File: src/common/adc_ctl_pkg.sv
// Shared constants, field layouts and types for the conversion controller.
// Assumes one 100 MHz APB clock and a byte-addressed 8-bit APB window.
package adc_ctl_pkg;

  // Clock and timing
  localparam int unsigned CLK_PERIOD_NS = 10;
  localparam int unsigned CONV_TYP_NS = 25000;
  localparam int unsigned CONV_MAX_NS = 35000;
  localparam int unsigned HOLD_NS = 1000;
  localparam int unsigned BIT_NS = 2000;
  // Least times round up
  localparam logic [15:0] HOLD_CYC =
    16'((HOLD_NS + CLK_PERIOD_NS - 1) / CLK_PERIOD_NS);
  localparam logic [15:0] BIT_CYC =
    16'((BIT_NS + CLK_PERIOD_NS - 1) / CLK_PERIOD_NS);
  // Longest time rounds down
  localparam int unsigned CONV_MAX_CYC = CONV_MAX_NS / CLK_PERIOD_NS;

  // Converter geometry
  localparam int unsigned RES_BITS = 12;
  localparam logic [3:0] MSB_IDX = 4'hb;
  localparam logic [11:0] SAR_MSB = 12'h800;
  localparam int unsigned NUM_CTR = 3;
  localparam int unsigned CTR_W = 16;

  // Register byte offsets
  localparam logic [7:0] OFF_CTRL = 8'h00;
  localparam logic [7:0] OFF_CMD = 8'h04;
  localparam logic [7:0] OFF_STATUS = 8'h08;
  localparam logic [7:0] OFF_MASK = 8'h0c;
  localparam logic [7:0] OFF_RESULT = 8'h10;
  localparam logic [7:0] OFF_CNT0 = 8'h14;
  localparam logic [7:0] OFF_IRQLVL = 8'h20;

  // Control word field positions
  localparam int unsigned CTRL_CHAN_LSB = 0;
  localparam int unsigned CTRL_EXP_LSB = 3;
  localparam int unsigned CTRL_TRIG_LSB = 7;
  localparam int unsigned CTRL_GATE_BIT = 9;
  localparam int unsigned CTRL_CSEL_LSB = 10;
  localparam int unsigned CMD_START_BIT = 0;

  // Status bit positions (event bits are sticky, write one to clear)
  localparam int unsigned ST_EOC = 0;
  localparam int unsigned ST_EXT = 1;
  localparam int unsigned ST_CTR0 = 2;
  localparam int unsigned NUM_EVT = 5;
  localparam int unsigned ST_BUSY = 8;

  // Trigger source encodings
  localparam logic [1:0] TRIG_EXT = 2'h0;
  localparam logic [1:0] TRIG_CTR = 2'h1;
  localparam logic [1:0] TRIG_SW = 2'h2;

  // Lowest host request line served by the strap
  localparam logic [2:0] IRQ_LVL_MIN = 3'h2;
  localparam int unsigned NUM_IRQ = 6;

  typedef enum logic [1:0] {
    CONV_IDLE,
    CONV_HOLD,
    CONV_TRIAL
  } conv_state_t;

  typedef struct packed {
    logic [1:0] csel;
    logic gate;
    logic [1:0] trig;
    logic [3:0] exp;
    logic [2:0] chan;
  } ctrl_t;

  localparam ctrl_t CTRL_RST = '{csel: 2'h0, gate: 1'b0, trig: TRIG_SW,
                                 exp: 4'h0, chan: 3'h0};

  // Multiplexer selects that travel together
  typedef struct packed {
    logic [2:0] onboard;
    logic [3:0] exp16;
    logic [2:0] exp8;
  } mux_sel_t;

  typedef struct packed {
    logic [1:0] clk_s;
    logic clk_d;
    logic [1:0] trig_s;
    logic trig_d;
    logic [1:0] eirq_s;
    logic eirq_d;
    logic [1:0] cmp_s;
    logic [5:0] strap_s;
    ctrl_t ctrl;
    logic [NUM_EVT-1:0] status;
    logic [NUM_EVT-1:0] mask;
    conv_state_t conv;
    logic [15:0] timer;
    logic [3:0] bitidx;
    logic [11:0] sar;
    logic [11:0] result;
    logic [31:0] prdata;
  } st_t;

endpackage

File: src/core/adc_ctl.sv
// Conversion controller: SAR sequencer, channel selects, trigger choice,
// three down counters, sticky events and host request lines, on APB.
// Assumes pins are asynchronous and the comparator is external.
`timescale 1ns/1ps

module adc_ctl #(
  parameter int ADDR_W = 8
) (
  // Clock and reset
  input wire logic pclk,
  input wire logic presetn,
  // APB slave
  input wire logic psel,
  input wire logic penable,
  input wire logic pwrite,
  input wire logic [ADDR_W-1:0] paddr,
  input wire logic [31:0] pwdata,
  output logic [31:0] prdata,
  output logic pready,
  output logic pslverr,
  // Asynchronous pins
  input wire logic clk1m_in,
  input wire logic ext_trig_in,
  input wire logic ext_irq_in,
  input wire logic cmp_in,
  input wire logic [2:0] irq_strap,
  // Converter and multiplexer drive
  output logic [11:0] sar_code,
  output logic hold_out,
  output adc_ctl_pkg::mux_sel_t mux_sel,
  output logic [adc_ctl_pkg::NUM_CTR-1:0] ctr_out,
  // Host requests
  output logic irq_out,
  output logic [adc_ctl_pkg::NUM_IRQ-1:0] irq_req
);

  if (ADDR_W != 8) begin : g_chk
    $error("adc_ctl ADDR_W must be 8");
  end

  adc_ctl_pkg::st_t st_r;
  adc_ctl_pkg::st_t st_nxt;

  logic acc;
  logic wr;
  logic setup_rd;
  logic mapped;
  logic ctr_tick;
  logic trig_rise;
  logic eirq_rise;
  logic sw_cmd;
  logic trig_evt;
  logic fin;
  logic irq_active;
  logic [2:0] irq_lvl;
  logic [31:0] rd_val;
  logic [11:0] sar_v;
  logic [adc_ctl_pkg::NUM_EVT-1:0] set_vec;
  logic [adc_ctl_pkg::NUM_EVT-1:0] clr_vec;
  logic [adc_ctl_pkg::NUM_CTR-1:0] ctr_load;
  logic [adc_ctl_pkg::NUM_CTR-1:0] ctr_evt;
  logic [adc_ctl_pkg::CTR_W-1:0] ctr_cnt [adc_ctl_pkg::NUM_CTR];

  // Bus phases; every access completes without wait states
  assign acc = psel && penable;
  assign wr = acc && pwrite;
  assign setup_rd = psel && !penable && !pwrite;
  assign pready = 1'b1;
  assign pslverr = acc && !mapped;

  // Edges only from second synchroniser stages and their delayed copies
  assign ctr_tick = !st_r.clk_s[1] && st_r.clk_d;
  assign trig_rise = st_r.trig_s[1] && !st_r.trig_d;
  assign eirq_rise = st_r.eirq_s[1] && !st_r.eirq_d;
  assign sw_cmd = wr && paddr == adc_ctl_pkg::OFF_CMD &&
                  pwdata[adc_ctl_pkg::CMD_START_BIT];
  assign irq_lvl = st_r.strap_s[5:3];

  // Counters, each reloaded by a write to its own word
  for (genvar i = 0; i < adc_ctl_pkg::NUM_CTR; i++) begin : g_ctr
    localparam logic [7:0] OFF_I = 8'(adc_ctl_pkg::OFF_CNT0 + 4 * i);
    assign ctr_load[i] = wr && paddr == OFF_I;
    down_counter #(
      .WIDTH(adc_ctl_pkg::CTR_W)
    ) u_ctr (
      .pclk(pclk),
      .presetn(presetn),
      .tick(ctr_tick),
      .load(ctr_load[i]),
      .load_val(pwdata[adc_ctl_pkg::CTR_W-1:0]),
      .count(ctr_cnt[i]),
      .event_out(ctr_evt[i])
    );
  end

  // Trigger choice; a counter index past the last one never fires
  always_comb begin
    trig_evt = 1'b0;
    case (st_r.ctrl.trig)
      adc_ctl_pkg::TRIG_EXT: trig_evt = trig_rise;
      adc_ctl_pkg::TRIG_CTR: begin
        if (st_r.ctrl.csel < 2'(adc_ctl_pkg::NUM_CTR)) begin
          trig_evt = ctr_evt[st_r.ctrl.csel];
        end
      end
      adc_ctl_pkg::TRIG_SW: trig_evt = sw_cmd;
      default: trig_evt = 1'b0;
    endcase
  end

  // Read mux and address map
  always_comb begin
    rd_val = 32'h0000_0000;
    mapped = 1'b1;
    case (paddr)
      adc_ctl_pkg::OFF_CTRL: rd_val = 32'(st_r.ctrl);
      adc_ctl_pkg::OFF_CMD: rd_val = 32'h0000_0000;
      adc_ctl_pkg::OFF_STATUS: begin
        rd_val = 32'(st_r.status);
        rd_val[adc_ctl_pkg::ST_BUSY] = st_r.conv != adc_ctl_pkg::CONV_IDLE;
      end
      adc_ctl_pkg::OFF_MASK: rd_val = 32'(st_r.mask);
      adc_ctl_pkg::OFF_RESULT: rd_val = 32'(st_r.result);
      adc_ctl_pkg::OFF_IRQLVL: rd_val = 32'(irq_lvl);
      default: begin
        mapped = 1'b0;
        for (int k = 0; k < adc_ctl_pkg::NUM_CTR; k++) begin
          if (paddr == 8'(adc_ctl_pkg::OFF_CNT0 + 4 * k)) begin
            mapped = 1'b1;
            rd_val = 32'(ctr_cnt[k]);
          end
        end
      end
    endcase
  end

  // Next-state logic for the whole block
  always_comb begin
    st_nxt = st_r;
    fin = 1'b0;
    sar_v = st_r.sar;
    set_vec = '0;
    clr_vec = '0;
    // Synchronisers: first stage feeds only the second
    st_nxt.clk_s = {st_r.clk_s[0], clk1m_in};
    st_nxt.clk_d = st_r.clk_s[1];
    st_nxt.trig_s = {st_r.trig_s[0], ext_trig_in};
    st_nxt.trig_d = st_r.trig_s[1];
    st_nxt.eirq_s = {st_r.eirq_s[0], ext_irq_in};
    st_nxt.eirq_d = st_r.eirq_s[1];
    st_nxt.cmp_s = {st_r.cmp_s[0], cmp_in};
    st_nxt.strap_s = {st_r.strap_s[2:0], irq_strap};
    // Read data is latched in the setup phase so prdata is a flop
    if (setup_rd) begin
      st_nxt.prdata = rd_val;
    end
    // Register writes
    if (wr) begin
      case (paddr)
        adc_ctl_pkg::OFF_CTRL: begin
          st_nxt.ctrl.chan = pwdata[adc_ctl_pkg::CTRL_CHAN_LSB +: 3];
          st_nxt.ctrl.exp = pwdata[adc_ctl_pkg::CTRL_EXP_LSB +: 4];
          st_nxt.ctrl.trig = pwdata[adc_ctl_pkg::CTRL_TRIG_LSB +: 2];
          st_nxt.ctrl.gate = pwdata[adc_ctl_pkg::CTRL_GATE_BIT];
          st_nxt.ctrl.csel = pwdata[adc_ctl_pkg::CTRL_CSEL_LSB +: 2];
          clr_vec = '1;
        end
        adc_ctl_pkg::OFF_STATUS: begin
          clr_vec = pwdata[adc_ctl_pkg::NUM_EVT-1:0];
        end
        adc_ctl_pkg::OFF_MASK: begin
          st_nxt.mask = pwdata[adc_ctl_pkg::NUM_EVT-1:0];
        end
        default: st_nxt.mask = st_r.mask;
      endcase
    end
    // SAR sequencer; triggers while busy are ignored
    case (st_r.conv)
      adc_ctl_pkg::CONV_IDLE: begin
        if (trig_evt) begin
          st_nxt.conv = adc_ctl_pkg::CONV_HOLD;
          st_nxt.timer = adc_ctl_pkg::HOLD_CYC - 16'h0001;
        end
      end
      adc_ctl_pkg::CONV_HOLD: begin
        if (st_r.timer == 16'h0000) begin
          st_nxt.conv = adc_ctl_pkg::CONV_TRIAL;
          st_nxt.bitidx = adc_ctl_pkg::MSB_IDX;
          st_nxt.sar = adc_ctl_pkg::SAR_MSB;
          st_nxt.timer = adc_ctl_pkg::BIT_CYC - 16'h0001;
        end else begin
          st_nxt.timer = st_r.timer - 16'h0001;
        end
      end
      adc_ctl_pkg::CONV_TRIAL: begin
        if (st_r.timer == 16'h0000) begin
          // Comparator low means the trial code overshot the input
          if (!st_r.cmp_s[1]) begin
            sar_v[st_r.bitidx] = 1'b0;
          end
          if (st_r.bitidx == 4'h0) begin
            fin = 1'b1;
            st_nxt.result = sar_v;
            st_nxt.conv = adc_ctl_pkg::CONV_IDLE;
          end else begin
            sar_v[st_r.bitidx - 4'h1] = 1'b1;
            st_nxt.bitidx = st_r.bitidx - 4'h1;
            st_nxt.timer = adc_ctl_pkg::BIT_CYC - 16'h0001;
          end
          st_nxt.sar = sar_v;
        end else begin
          st_nxt.timer = st_r.timer - 16'h0001;
        end
      end
      default: st_nxt.conv = adc_ctl_pkg::CONV_IDLE;
    endcase
    // Sticky events; a set in the clearing cycle survives
    set_vec[adc_ctl_pkg::ST_EOC] = fin;
    set_vec[adc_ctl_pkg::ST_EXT] = eirq_rise;
    set_vec[adc_ctl_pkg::ST_CTR0 +: adc_ctl_pkg::NUM_CTR] = ctr_evt;
    st_nxt.status = (st_r.status & ~clr_vec) | set_vec;
  end

  // State register; reset drops every pending event
  always_ff @(posedge pclk or negedge presetn) begin
    if (!presetn) begin
      st_r <= '0;
      st_r.ctrl <= adc_ctl_pkg::CTRL_RST;
      st_r.conv <= adc_ctl_pkg::CONV_IDLE;
    end else begin
      st_r <= st_nxt;
    end
  end

  // Request gating and one-hot line choice from the strap
  assign irq_active = st_r.ctrl.gate && |(st_r.status & st_r.mask);
  assign irq_out = irq_active;
  always_comb begin
    irq_req = '0;
    for (int j = 0; j < adc_ctl_pkg::NUM_IRQ; j++) begin
      if (irq_lvl == 3'(j) + adc_ctl_pkg::IRQ_LVL_MIN) begin
        irq_req[j] = irq_active;
      end
    end
  end

  // Drive outputs; the eight-channel select reuses the low bits
  assign prdata = st_r.prdata;
  assign sar_code = st_r.sar;
  assign hold_out = st_r.conv != adc_ctl_pkg::CONV_IDLE;
  assign mux_sel.onboard = st_r.ctrl.chan;
  assign mux_sel.exp16 = st_r.ctrl.exp;
  assign mux_sel.exp8 = st_r.ctrl.exp[2:0];
  assign ctr_out = ctr_evt;

  // Busy-time counter read only by the conversion bound check
  logic [15:0] conv_age;
  always_ff @(posedge pclk or negedge presetn) begin
    if (!presetn) begin
      conv_age <= 16'h0000;
    end else if (st_r.conv == adc_ctl_pkg::CONV_IDLE) begin
      conv_age <= 16'h0000;
    end else begin
      conv_age <= conv_age + 16'h0001;
    end
  end
endmodule // adc_ctl

File: src/core/down_counter.sv
// One reloading down counter, stepped by a one-cycle tick.
// Assumes the tick comes from a synchronised falling clock edge on pclk.
`timescale 1ns/1ps
module down_counter #(
  parameter int WIDTH = 16
) (
  // Clock and reset
  input wire logic pclk,
  input wire logic presetn,
  // Count control
  input wire logic tick,
  input wire logic load,
  input wire logic [WIDTH-1:0] load_val,
  // Results
  output logic [WIDTH-1:0] count,
  output logic event_out
);

  if (WIDTH < 2) begin : g_chk
    $error("down_counter WIDTH must be at least 2");
  end

  typedef struct packed {
    logic [WIDTH-1:0] count;
    logic [WIDTH-1:0] reload;
    logic evt;
  } cnt_st_t;

  cnt_st_t st_r;
  cnt_st_t st_nxt;

  // Load wins over a tick; zero reload leaves the counter parked
  always_comb begin
    st_nxt = st_r;
    st_nxt.evt = 1'b0;
    if (load) begin
      st_nxt.count = load_val;
      st_nxt.reload = load_val;
    end else if (tick && st_r.count != '0) begin
      if (st_r.count == WIDTH'(1)) begin
        st_nxt.count = st_r.reload;
        st_nxt.evt = 1'b1;
      end else begin
        st_nxt.count = st_r.count - WIDTH'(1);
      end
    end
  end

  // State register
  always_ff @(posedge pclk or negedge presetn) begin
    if (!presetn) begin
      st_r <= '0;
    end else begin
      st_r <= st_nxt;
    end
  end

  assign count = st_r.count;
  assign event_out = st_r.evt;
endmodule // down_counter

File: config.mk
export PLATFORM = sky130hd
export DESIGN_NAME = adc_ctl
export DESIGN_NICKNAME = d
export VERILOG_FILES = /design/src/common/adc_ctl_pkg.sv /design/src/core/adc_ctl.sv /design/src/core/down_counter.sv
export SDC_FILE = /design/constraint.sdc
export NUM_CORES = 1
export LEC_CHECK = 0
export ABC_AREA = 1
export BUFFER_PORTS_ARGS = -buffer_cell sky130_fd_sc_hd__buf_4
export CAP_MARGIN = 5
export CORE_ASPECT_RATIO = 0.8
export CORE_MARGIN = 2
export CORE_UTILIZATION = 60
export DETAILED_ROUTE_END_ITERATION = 8
export GPL_TIMING_DRIVEN = 0
export MAX_ROUTING_LAYER = met4
export PLACE_DENSITY = 0.85
export SLEW_MARGIN = 20
export SYNTH_ARGS = -nofsm -noshare
export SYNTH_HDL_FRONTEND = slang
export SYNTH_SLANG_ARGS = --single-unit
File: constraint.sdc
create_clock -name pclk -period 5.6 [get_ports pclk]
set_clock_uncertainty 0.05 [all_clocks]
set_input_delay 0.84 -clock pclk [delete_from_list [all_inputs] [get_ports pclk]]
set_output_delay 0.84 -clock pclk [all_outputs]
set_load 0.01 [all_outputs]
# [Word level (Yosys, flattened, before mapping)]
# Cells that the tools add are included.
[totals] regBits=216 latch_bits=0 mem_bits_rw=0 mem_bits_ro=0 out_inout_bits=67 elab_cells=185 memories=0
[classes] add_sub_neg=5 n_mul=0 div_mod_pow=0 n_lt_le_gt_ge=6 n_eq_ne=27 shift=0 n_mux=62 n_bitwise=7 reduce_logical=48
[ops] cell="2-to-1 mux 16 bit" n=13
[ops] cell="case mux 32 bit (6 select lines)" n=1
[ops] cell="2-to-1 mux 32 bit" n=2
[ops] cell="subtractor 16 x 1 -> 16 bit (second input constant)" n=4
[ops] cell="2-to-1 mux 12 bit" n=5
[ops] cell="equality test 16 x 1 -> 1 bit (second input constant)" n=3
[ops] cell="case mux 16 bit (3 select lines)" n=1
[ops] cell="nonzero test 16 bit" n=3
[ops] cell="equality test 8 x 5 -> 1 bit (second input constant)" n=4
[ops] cell="case mux 16 bit (2 select lines)" n=1
[ops] cell="2-to-1 mux 28 bit" n=1
[ops] cell="2-to-1 mux 1 bit" n=26
[ops] cell="2-to-1 mux 20 bit" n=1
[ops] cell="logical AND 1 bit" n=19
[ops] cell="2-to-1 mux 18 bit" n=1
[ops] cell="equality test 8 x 4 -> 1 bit (second input constant)" n=2
[ops] cell="zero test 16 bit" n=1
[ops] cell="bitwise AND 12 bit" n=1
[ops] cell="equality test 3 bit (second input constant)" n=4
[ops] cell="NOT 12 bit" n=1
[ops] cell="OR 12 bit" n=1
[ops] cell="bitwise AND 5 bit" n=2
[ops] cell="less-than comparator 4 x 5 -> 1 bit (second input constant)" n=2
[ops] cell="inequality test 2 bit (second input constant)" n=5
[ops] cell="other kinds (30)" n=51

# [Logic depth before layout (Yosys ltp)]
# Gate-level depths: netlist (run 1).
[depth] word_depth=13 ltp_mapped=13 mapped_depth_nobuf=12

# [Modules after synthesis]
# From an unflattened synthesis (run 1), not the netlist that was laid out.
[unflattened] cells_unflattened=1756 area_unflattened_um2=12575.8
[modules_own_cells] module="adc_ctl" instances=1 cells_per_inst=829 area_per_inst_um2=5938.2 seq_area_each_um2=2528.7
[modules_own_cells] module="down_counter at g_ctr[0].u_ctr ..." instances=2 cells_per_inst=309 area_per_inst_um2=2213.4 seq_area_each_um2=825.8
[modules_own_cells] module="down_counter at g_ctr[2].u_ctr" instances=1 cells_per_inst=309 area_per_inst_um2=2210.9 seq_area_each_um2=825.8

# [Worst setup path before layout (run 1)]
# No wires, ideal clock.
[synth_timing] path_kind="input -> output" startpoint="in paddr[0]" endpoint="out pslverr" arrival_time_ps=1916 setup_slack_ps=2794 path_stages=7 path_cell_list="inv_1 nand2_2 nor2_2 nand2_2 clkbuf_1 nand4_1 nor3_1"
[synth_via] elab_chain_cells=7 elab_cells_between_ends=16
[synth_lines] item="start: declaration" line="adc_ctl.sv:16" source="input wire logic [ADDR_W-1:0] paddr,"
[synth_lines] item="equality test 8 x 5 -> 1 bit" line="adc_ctl.sv:128" source="if (paddr == 8'(adc_ctl_pkg::OFF_CNT0 + 4 * k)) begin"
[synth_lines] item="2-to-1 mux 1 bit (3 in a row)" line="adc_ctl.sv:128"
[synth_lines] item="2-to-1 mux 1 bit (*)" line="adc_ctl.sv:115" source="case (paddr)"
[synth_lines] item="zero test 1 bit (*)" line="adc_ctl.sv:69" source="assign pslverr = acc && !mapped;"
[synth_lines] item="logical AND 1 bit (*)" line="adc_ctl.sv:69"
[synth_lines] item="end: declaration" line="adc_ctl.sv:20" source="output logic pslverr,"
# Mark *: on every way between the ends. The rest lies on a longest branch, timed or not.

# [Worst setup path after layout (run 1)]
# Same ends and word-level chain as after synthesis.

==> reports/results.tsv, run 1 <==
stage	metric	value	unit
setup_path	reg-to-reg slack, setup	3.29	ns
setup_path	CP endpoint	pslverr	
yosys	FFs w/ async S/R, synth	1.00	
setup_path	CP Max Fanout	10	
clocking	Gates resized, CTS repair	0	
sta	final hold vios	0	
run	max_cap viols	0	
die	# rows	46	
clocking	clock-pin slew on the worst setup and hold paths	0.07	ns
min_path	HP Class	in2async	
global_route	antenna violations before repair	0	
setup_path	startpoint types	primary input	
yosys	post-synthesis register bit count	200	
placement	port bufs	85	
final_layout	P&R area growth vs syn	14.1	%
pwr	Peak VDD IR	0.255	mV
sta	Slew Limit Headroom	0.351	
clocking	clk buf depth	2	
sta	RSZ-0062 raised after global routing	no	
setup_path	path depth of the worst reg2reg path	6	
yosys	cell taking the most area after synthesis	dfrtp_1	
final_layout	non-filler instance count after layout	2100	
detailed_routing	Avg WL per Cell	17.1	um
final_layout	multi-input logic area	5650	sq um
yosys	cell area after synthesis	11900	sq um
yosys	top_reg_cell synth	dfrtp_1	
yosys	Synth top area share	0.419	
die	core footprint	19600	sq um
sta	crit path time final	3.53	ns
setup_path	Critical Path RT	4.71	ns
clocking	CTS Hold Bufs	0	
yosys	largest family of logic cells by synthesized area	simple AND/OR/NAND/NOR gates	
setup_path	Worst R2R Start	st_nxt[114]	
pwr	power per cell area	386	nW/um^2
sta	final setup TNS	0	ns
final_layout	# diodes	0	
die	die area	21000	sq um
setup_path	CP Class	in2out	
yosys	Netlist cell types	43	
placement	total placed cells including tap cells	2068	
die	Die X	161	um
die	Initial Util	0.606	
placement	Cell Area, Placed	13000	sq um
clocking	H-Tree Depth	4	
yosys	Post-Synth XOR/XNOR Area	0.00884	
die	Die Ht	130	um
final_layout	layout cells sized above 1	0.131	
clocking	CTS root buffer	clkbuf_16	
sta	setup violators final	0	
detailed_routing	drt total wl	35900	um
clocking	TritonCTS Buffers	17	
sta	Slew Viols, Final	0	
global_route	grt total ovfl	0	
sta	maximum clock frequency	0.283	GHz
detailed_routing	via count	11700	
sta	WHS	0.255	ns
global_route	number of global-route vias before repair	10700	
sta	period utilisation layout	0.630	
pwr	LEAKAGE	0.00737	uW
setup_path	CP Capture Type	output pin	
placement	Post-DP HPWL	27100	um
clocking	CTS tree	done	
yosys	Avg Cell Area, Syn	6.99	sq um
yosys	Post-synth EDFFs	0	
die	num ports	119	
yosys	Post-synth top cells	nand2_1 (572), dfrtp_1 (199), nor2_1 (194)	
setup_path	reg2reg end	g_ctr[1].u_ctr.count[1]	
detailed_routing	Metal-1 WL	15500	um
yosys	post-synthesis compound-gate area fraction	0.0882	
detailed_routing	Max Used Layer	met4	
yosys	Area contributors post-synth	dfrtp_1 (42%), nand2_1 (18%), nand3_1 (7.3%), nor2_1 (6.1%), inv_1 (5.5%)	
clocking	Post-CTS Setup Repair Bufs	0	
detailed_routing	Detailed Routing Iterations Pass 1	5	
setup_path	critical path data arrival time	2.64	ns
detailed_routing	antenna-violating nets left	0	
setup_path	CP startpoint	paddr[0]	
global_route	total track usage	0.362	
global_route	largest net degree at the start of global routing	87	
yosys	Post-Synth Simple-Gate Area	0.353	
global_route	first-pass GRT wire length	57300	um
run_status	status	finished clean	
final_layout	register area	5010	sq um
clocking	Sink Count	200	
detailed_routing	met3 WL	3290	um
sta	Worst Tran Pin Value	0.970	ns
placement	RD Place Congestion	0.976	
yosys	Syn Inst Count	1702	
detailed_routing	Vias per Instance	5.56	
detailed_routing	routed length on met2	15800	um
yosys	yosys warns	0	
yosys	Adder-Cell Fraction of Synth Area	0.0200	
yosys	count leader, synth	nand2_1	
detailed_routing	drt drc	0	
yosys	sequential share of the synthesized area	0.421	
final_layout	fillers	1731	
final_layout	cell area after layout	13600	sq um
final_layout	count of nets after finishing	1894	
detailed_routing	number of DRC markers in iteration 0	1541	
yosys	fraction of synthesized area in multiplexers	0	
clocking	Skew-Pair Late Insertion Delay	0.45	ns
pwr	total power	5240	uW
-- critical path, cell delays in order --
cell and delay (ns):
buf_4 0.08, inv_1 0.04, nand2_2 0.13, nor2_2 0.11, nand2_2 0.15, clkbuf_1 0.49, nand4_1 0.17, nor3_1 0.42
buf_4 0.20
-- flip-flops by register name, summed over array words and instances (netlist names) --
register,cells
irq_lvl,3
g_ctr.u_ctr.st_r,48
mux_sel,7
g_ctr.u_ctr.count,48
g_ctr.u_ctr.event_out,3
st_r,53
prdata,16
st_nxt,10
sar_code,12
-- power by group --
group	total (uW)	switching, uW	internal (uW)
Sequential	1980	308	1670
Clock	1260	625	634
Combinational	2000	1320	677
Total	5240	2250	2980
-- metal layers --
metal,track usage,up-vias
met2,0.540,594
li1,-,5565
met3,0.0687,98
met4,0.131,0
met1,0.498,5411
met5,-,-
-- placed cells by master, fill, tap and decap left out, types with 5 or more instances in the layout --
cell type  instances
nor2_1           194
nor2_2             9
o21ai_0          118
a21oi_1           30
nor3_1            12
inv_1            175
xor2_1            10
buf_2             18
a21boi_1           6
nand2_1          572
nand2_2            6
nand4_1           13
buf_4            146
clkbuf_16         17
ha_1              19
nand3_1          174
o211ai_1           9
o21ai_1            8
nor2_4             5
conb_1            17
dfrtp_1          199
or2_2              8
clkbuf_1          13
-- kinds of logic (layout without fill, tap and decap cells) --
family                   after synthesis  count (layout)
flip-flops                           200             200
adder cells (fa/ha/maj)               19              19
AND/OR/NAND/NOR                     1003            1003
other                                  2              17
buffers and inverters                275             394
XOR/XNOR                              12              12
AO/OA/AOI/OAI                        191             191
-- layout make-up --
cell class | count | share of cell area
Timing Repair Buffer | 87 | 0.0516
Sequential cell | 200 | 0.369
Clock buffer | 17 | 0.0314
Tap cell | 264 | 0.0243
Multi-Input combinational cell | 1242 | 0.416
Inverter | 181 | 0.0502
Buffer | 94 | 0.0454
Clock inverter | 15 | 0.0119
-- stage by stage --
step	utilization	setup slack (ns)
6_report	0.691	2.07
5_1_grt	0.691	1.95
4_1_cts	0.691	2.14
3_5_place_dp	0.661	2.14
3_3_place_gp	0.658	2.18
2_1_floorplan	-	2.79
-- worst min-delay path by stage --
stage	from	to
after CTS	presetn	g_ctr[0].u_ctr.st_r[10]
after detailed placement	st_nxt[105]	irq_lvl[2]
after floorplan	st_nxt[103]	irq_lvl[0]
final	presetn	g_ctr[0].u_ctr.st_r[10]
after global routing	presetn	g_ctr[0].u_ctr.st_r[10]
after global placement	st_nxt[113]	st_nxt[111]
Note: power is estimated with default switching activity, not from simulation.
==> inputs of run 2 (changes only) <==
Clock period 5.6 ns to 3.6 ns, I/O delays scaled along.
==> run 2 against run 1 <==
Worst hold slack got worse by 0.11 ns. Core utilization increased by 0.051 points. Via count shrank 0.26%. Critical path type unchanged. Largest cell class unchanged. Largest power group unchanged.
==> reports/results.tsv, run 2 (synthesis gave the netlist of run 1 again) <==
stage	metric	value	unit
final_layout	P&R area growth vs syn	14.2	%
detailed_routing	antenna-violating nets left	0	
final_layout	largest reg by FF count	st_r	
detailed_routing	via count	11600	
die	# rows	46	
pwr	share of power burned in registers	0.378	
sta	final hold vios	0	
pwr	clock power share	0.241	
sta	WHS	0.144	ns
setup_path	CP Capture Type	output pin	
die	die area	21000	sq um
setup_path	CP Max Fanout	10	
final_layout	most common cell after layout, fill and taps aside	nand2_1	
die	Die X	161	um
setup_path	path depth of the worst reg2reg path	6	
pwr	power per cell area	601	nW/um^2
sta	crit path time final	2.97	ns
clocking	TritonCTS Buffers	17	
die	num ports	119	
min_path	HP Class	in2reg	
run	max_cap viols	0	
clocking	H-Tree Depth	4	
final_layout	max reg flops	53	
sta	Worst Tran Pin Value	0.956	ns
sta	RSZ-0062 raised after global routing	no	
final_layout	layout cells sized above 1	0.131	
global_route	total track usage	0.362	
setup_path	CP Class	in2out	
placement	port bufs	85	
clocking	clk buf depth	2	
detailed_routing	number of DRC markers in iteration 0	1516	
sta	Slew Limit Headroom	0.360	
pwr	Net Sw Frac	0.431	
sta	maximum clock frequency	0.337	GHz
min_path	worst hold stages	1	
sta	setup violators final	0	
detailed_routing	drt total wl	36000	um
clocking	clock-pin slew on the worst setup and hold paths	0.08	ns
setup_path	startpoint types	primary input	
pwr	net switching power figure	3510	uW
setup_path	Critical Path RT	3.01	ns
global_route	largest net degree at the start of global routing	87	
pwr	Pint	4640	uW
global_route	antenna violations before repair	0	
detailed_routing	drt drc	0	
sta	period utilisation layout	0.825	
placement	Post-DP HPWL	27100	um
global_route	first-pass GRT wire length	57300	um
clocking	Gates resized, CTS repair	0	
pwr	Peak VDD IR	0.397	mV
clocking	Sink Count	200	
final_layout	commonest non-fill, non-tap cells in the layout	nand2_1 (572), dfrtp_1 (199), nor2_1 (194)	
clocking	CTS tree	done	
detailed_routing	Detailed Routing Iterations Pass 1	5	
setup_path	critical path data arrival time	2.38	ns
sta	Slew Viols, Final	0	
sta	final setup TNS	0	ns
clocking	CTS root buffer	clkbuf_16	
detailed_routing	Avg WL per Cell	17.1	um
final_layout	# diodes	0	
die	Initial Util	0.606	
global_route	grt total ovfl	0	
die	core footprint	19600	sq um
pwr	share of total power in combinational logic	0.381	
final_layout	count of nets after finishing	1895	
final_layout	fin util	0.692	
run_status	status	finished clean	
placement	RD Place Congestion	0.976	
global_route	number of global-route vias before repair	10700	
clocking	Skew-Pair Late Insertion Delay	0.45	ns
detailed_routing	Vias per Instance	5.54	
die	Die Ht	130	um
pwr	LEAKAGE	0.00737	uW
[run 2: critical path, stage by stage]
cell	delay, ns
buf_4	0.08
inv_1	0.04
nand2_2	0.13
nor2_2	0.11
nand2_2	0.15
clkbuf_1	0.47
nand4_1	0.16
nor3_1	0.47
buf_4	0.21
[run 2: cell type report]
type,instances,area [sq um]
Buffer,94,616
Clock buffer,17,425
Clock inverter,15,161
Fill cell,1730,6050
Inverter,181,681
Multi-Input combinational cell,1242,5650
Sequential cell,200,5010
Tap cell,264,330
Timing Repair Buffer,88,711
[run 2: final timing paths]
check / to / from / slack (ns)
min in group asynchronous: g_ctr[0].u_ctr.st_r[10] / presetn / 0.55
setup reg to reg: g_ctr[1].u_ctr.count[1] / st_nxt[114] / 1.32
hold / removal: st_nxt[104] / irq_strap[1] / 0.14
hold reg to reg: irq_lvl[2] / st_nxt[105] / 0.30
setup / recovery: pslverr / paddr[0] / 0.63
max in group asynchronous: sar_code[0] / presetn / 1.84
[run 2: timing repair]
item                                    in CTS  in global routing
endpoints found under the setup margin       0                  0
hold endpoints to repair                    37                  0
hold buffers                                 1                  0
setup buffers                                0                  0
[run 2: through the flow]
step,setup slack (ns),total power [uW],area (sq um),instances
floorplan,1.39,5210,12000,1717
global placement,0.563,6040,12900,2066
detailed placement,0.745,6140,13000,2068
CTS,0.739,8090,13600,2101
global route,0.549,8710,13600,2101
finish,0.631,8160,13600,2101
[run 2: routing by layer]
layer  track usage  vias to the layer above  share of wire
met5             -                        -              0
met4         0.131                        0          0.037
met3        0.0687                       90          0.092
met2         0.540                      565           0.44
met1         0.498                     5415           0.43
li1              -                     5568              -
[run 2: power by group through the flow]
stage          clock network [uW]  registers (uW)  logic (uW)
6_report                     1960            3080        3110
3_3_place_gp                    0            3080        2960
3_5_place_dp                    0            3090        3040
5_1_grt                      2060            3130        3520
2_1_floorplan                   0            2940        2270
4_1_cts                      1960            3060        3070
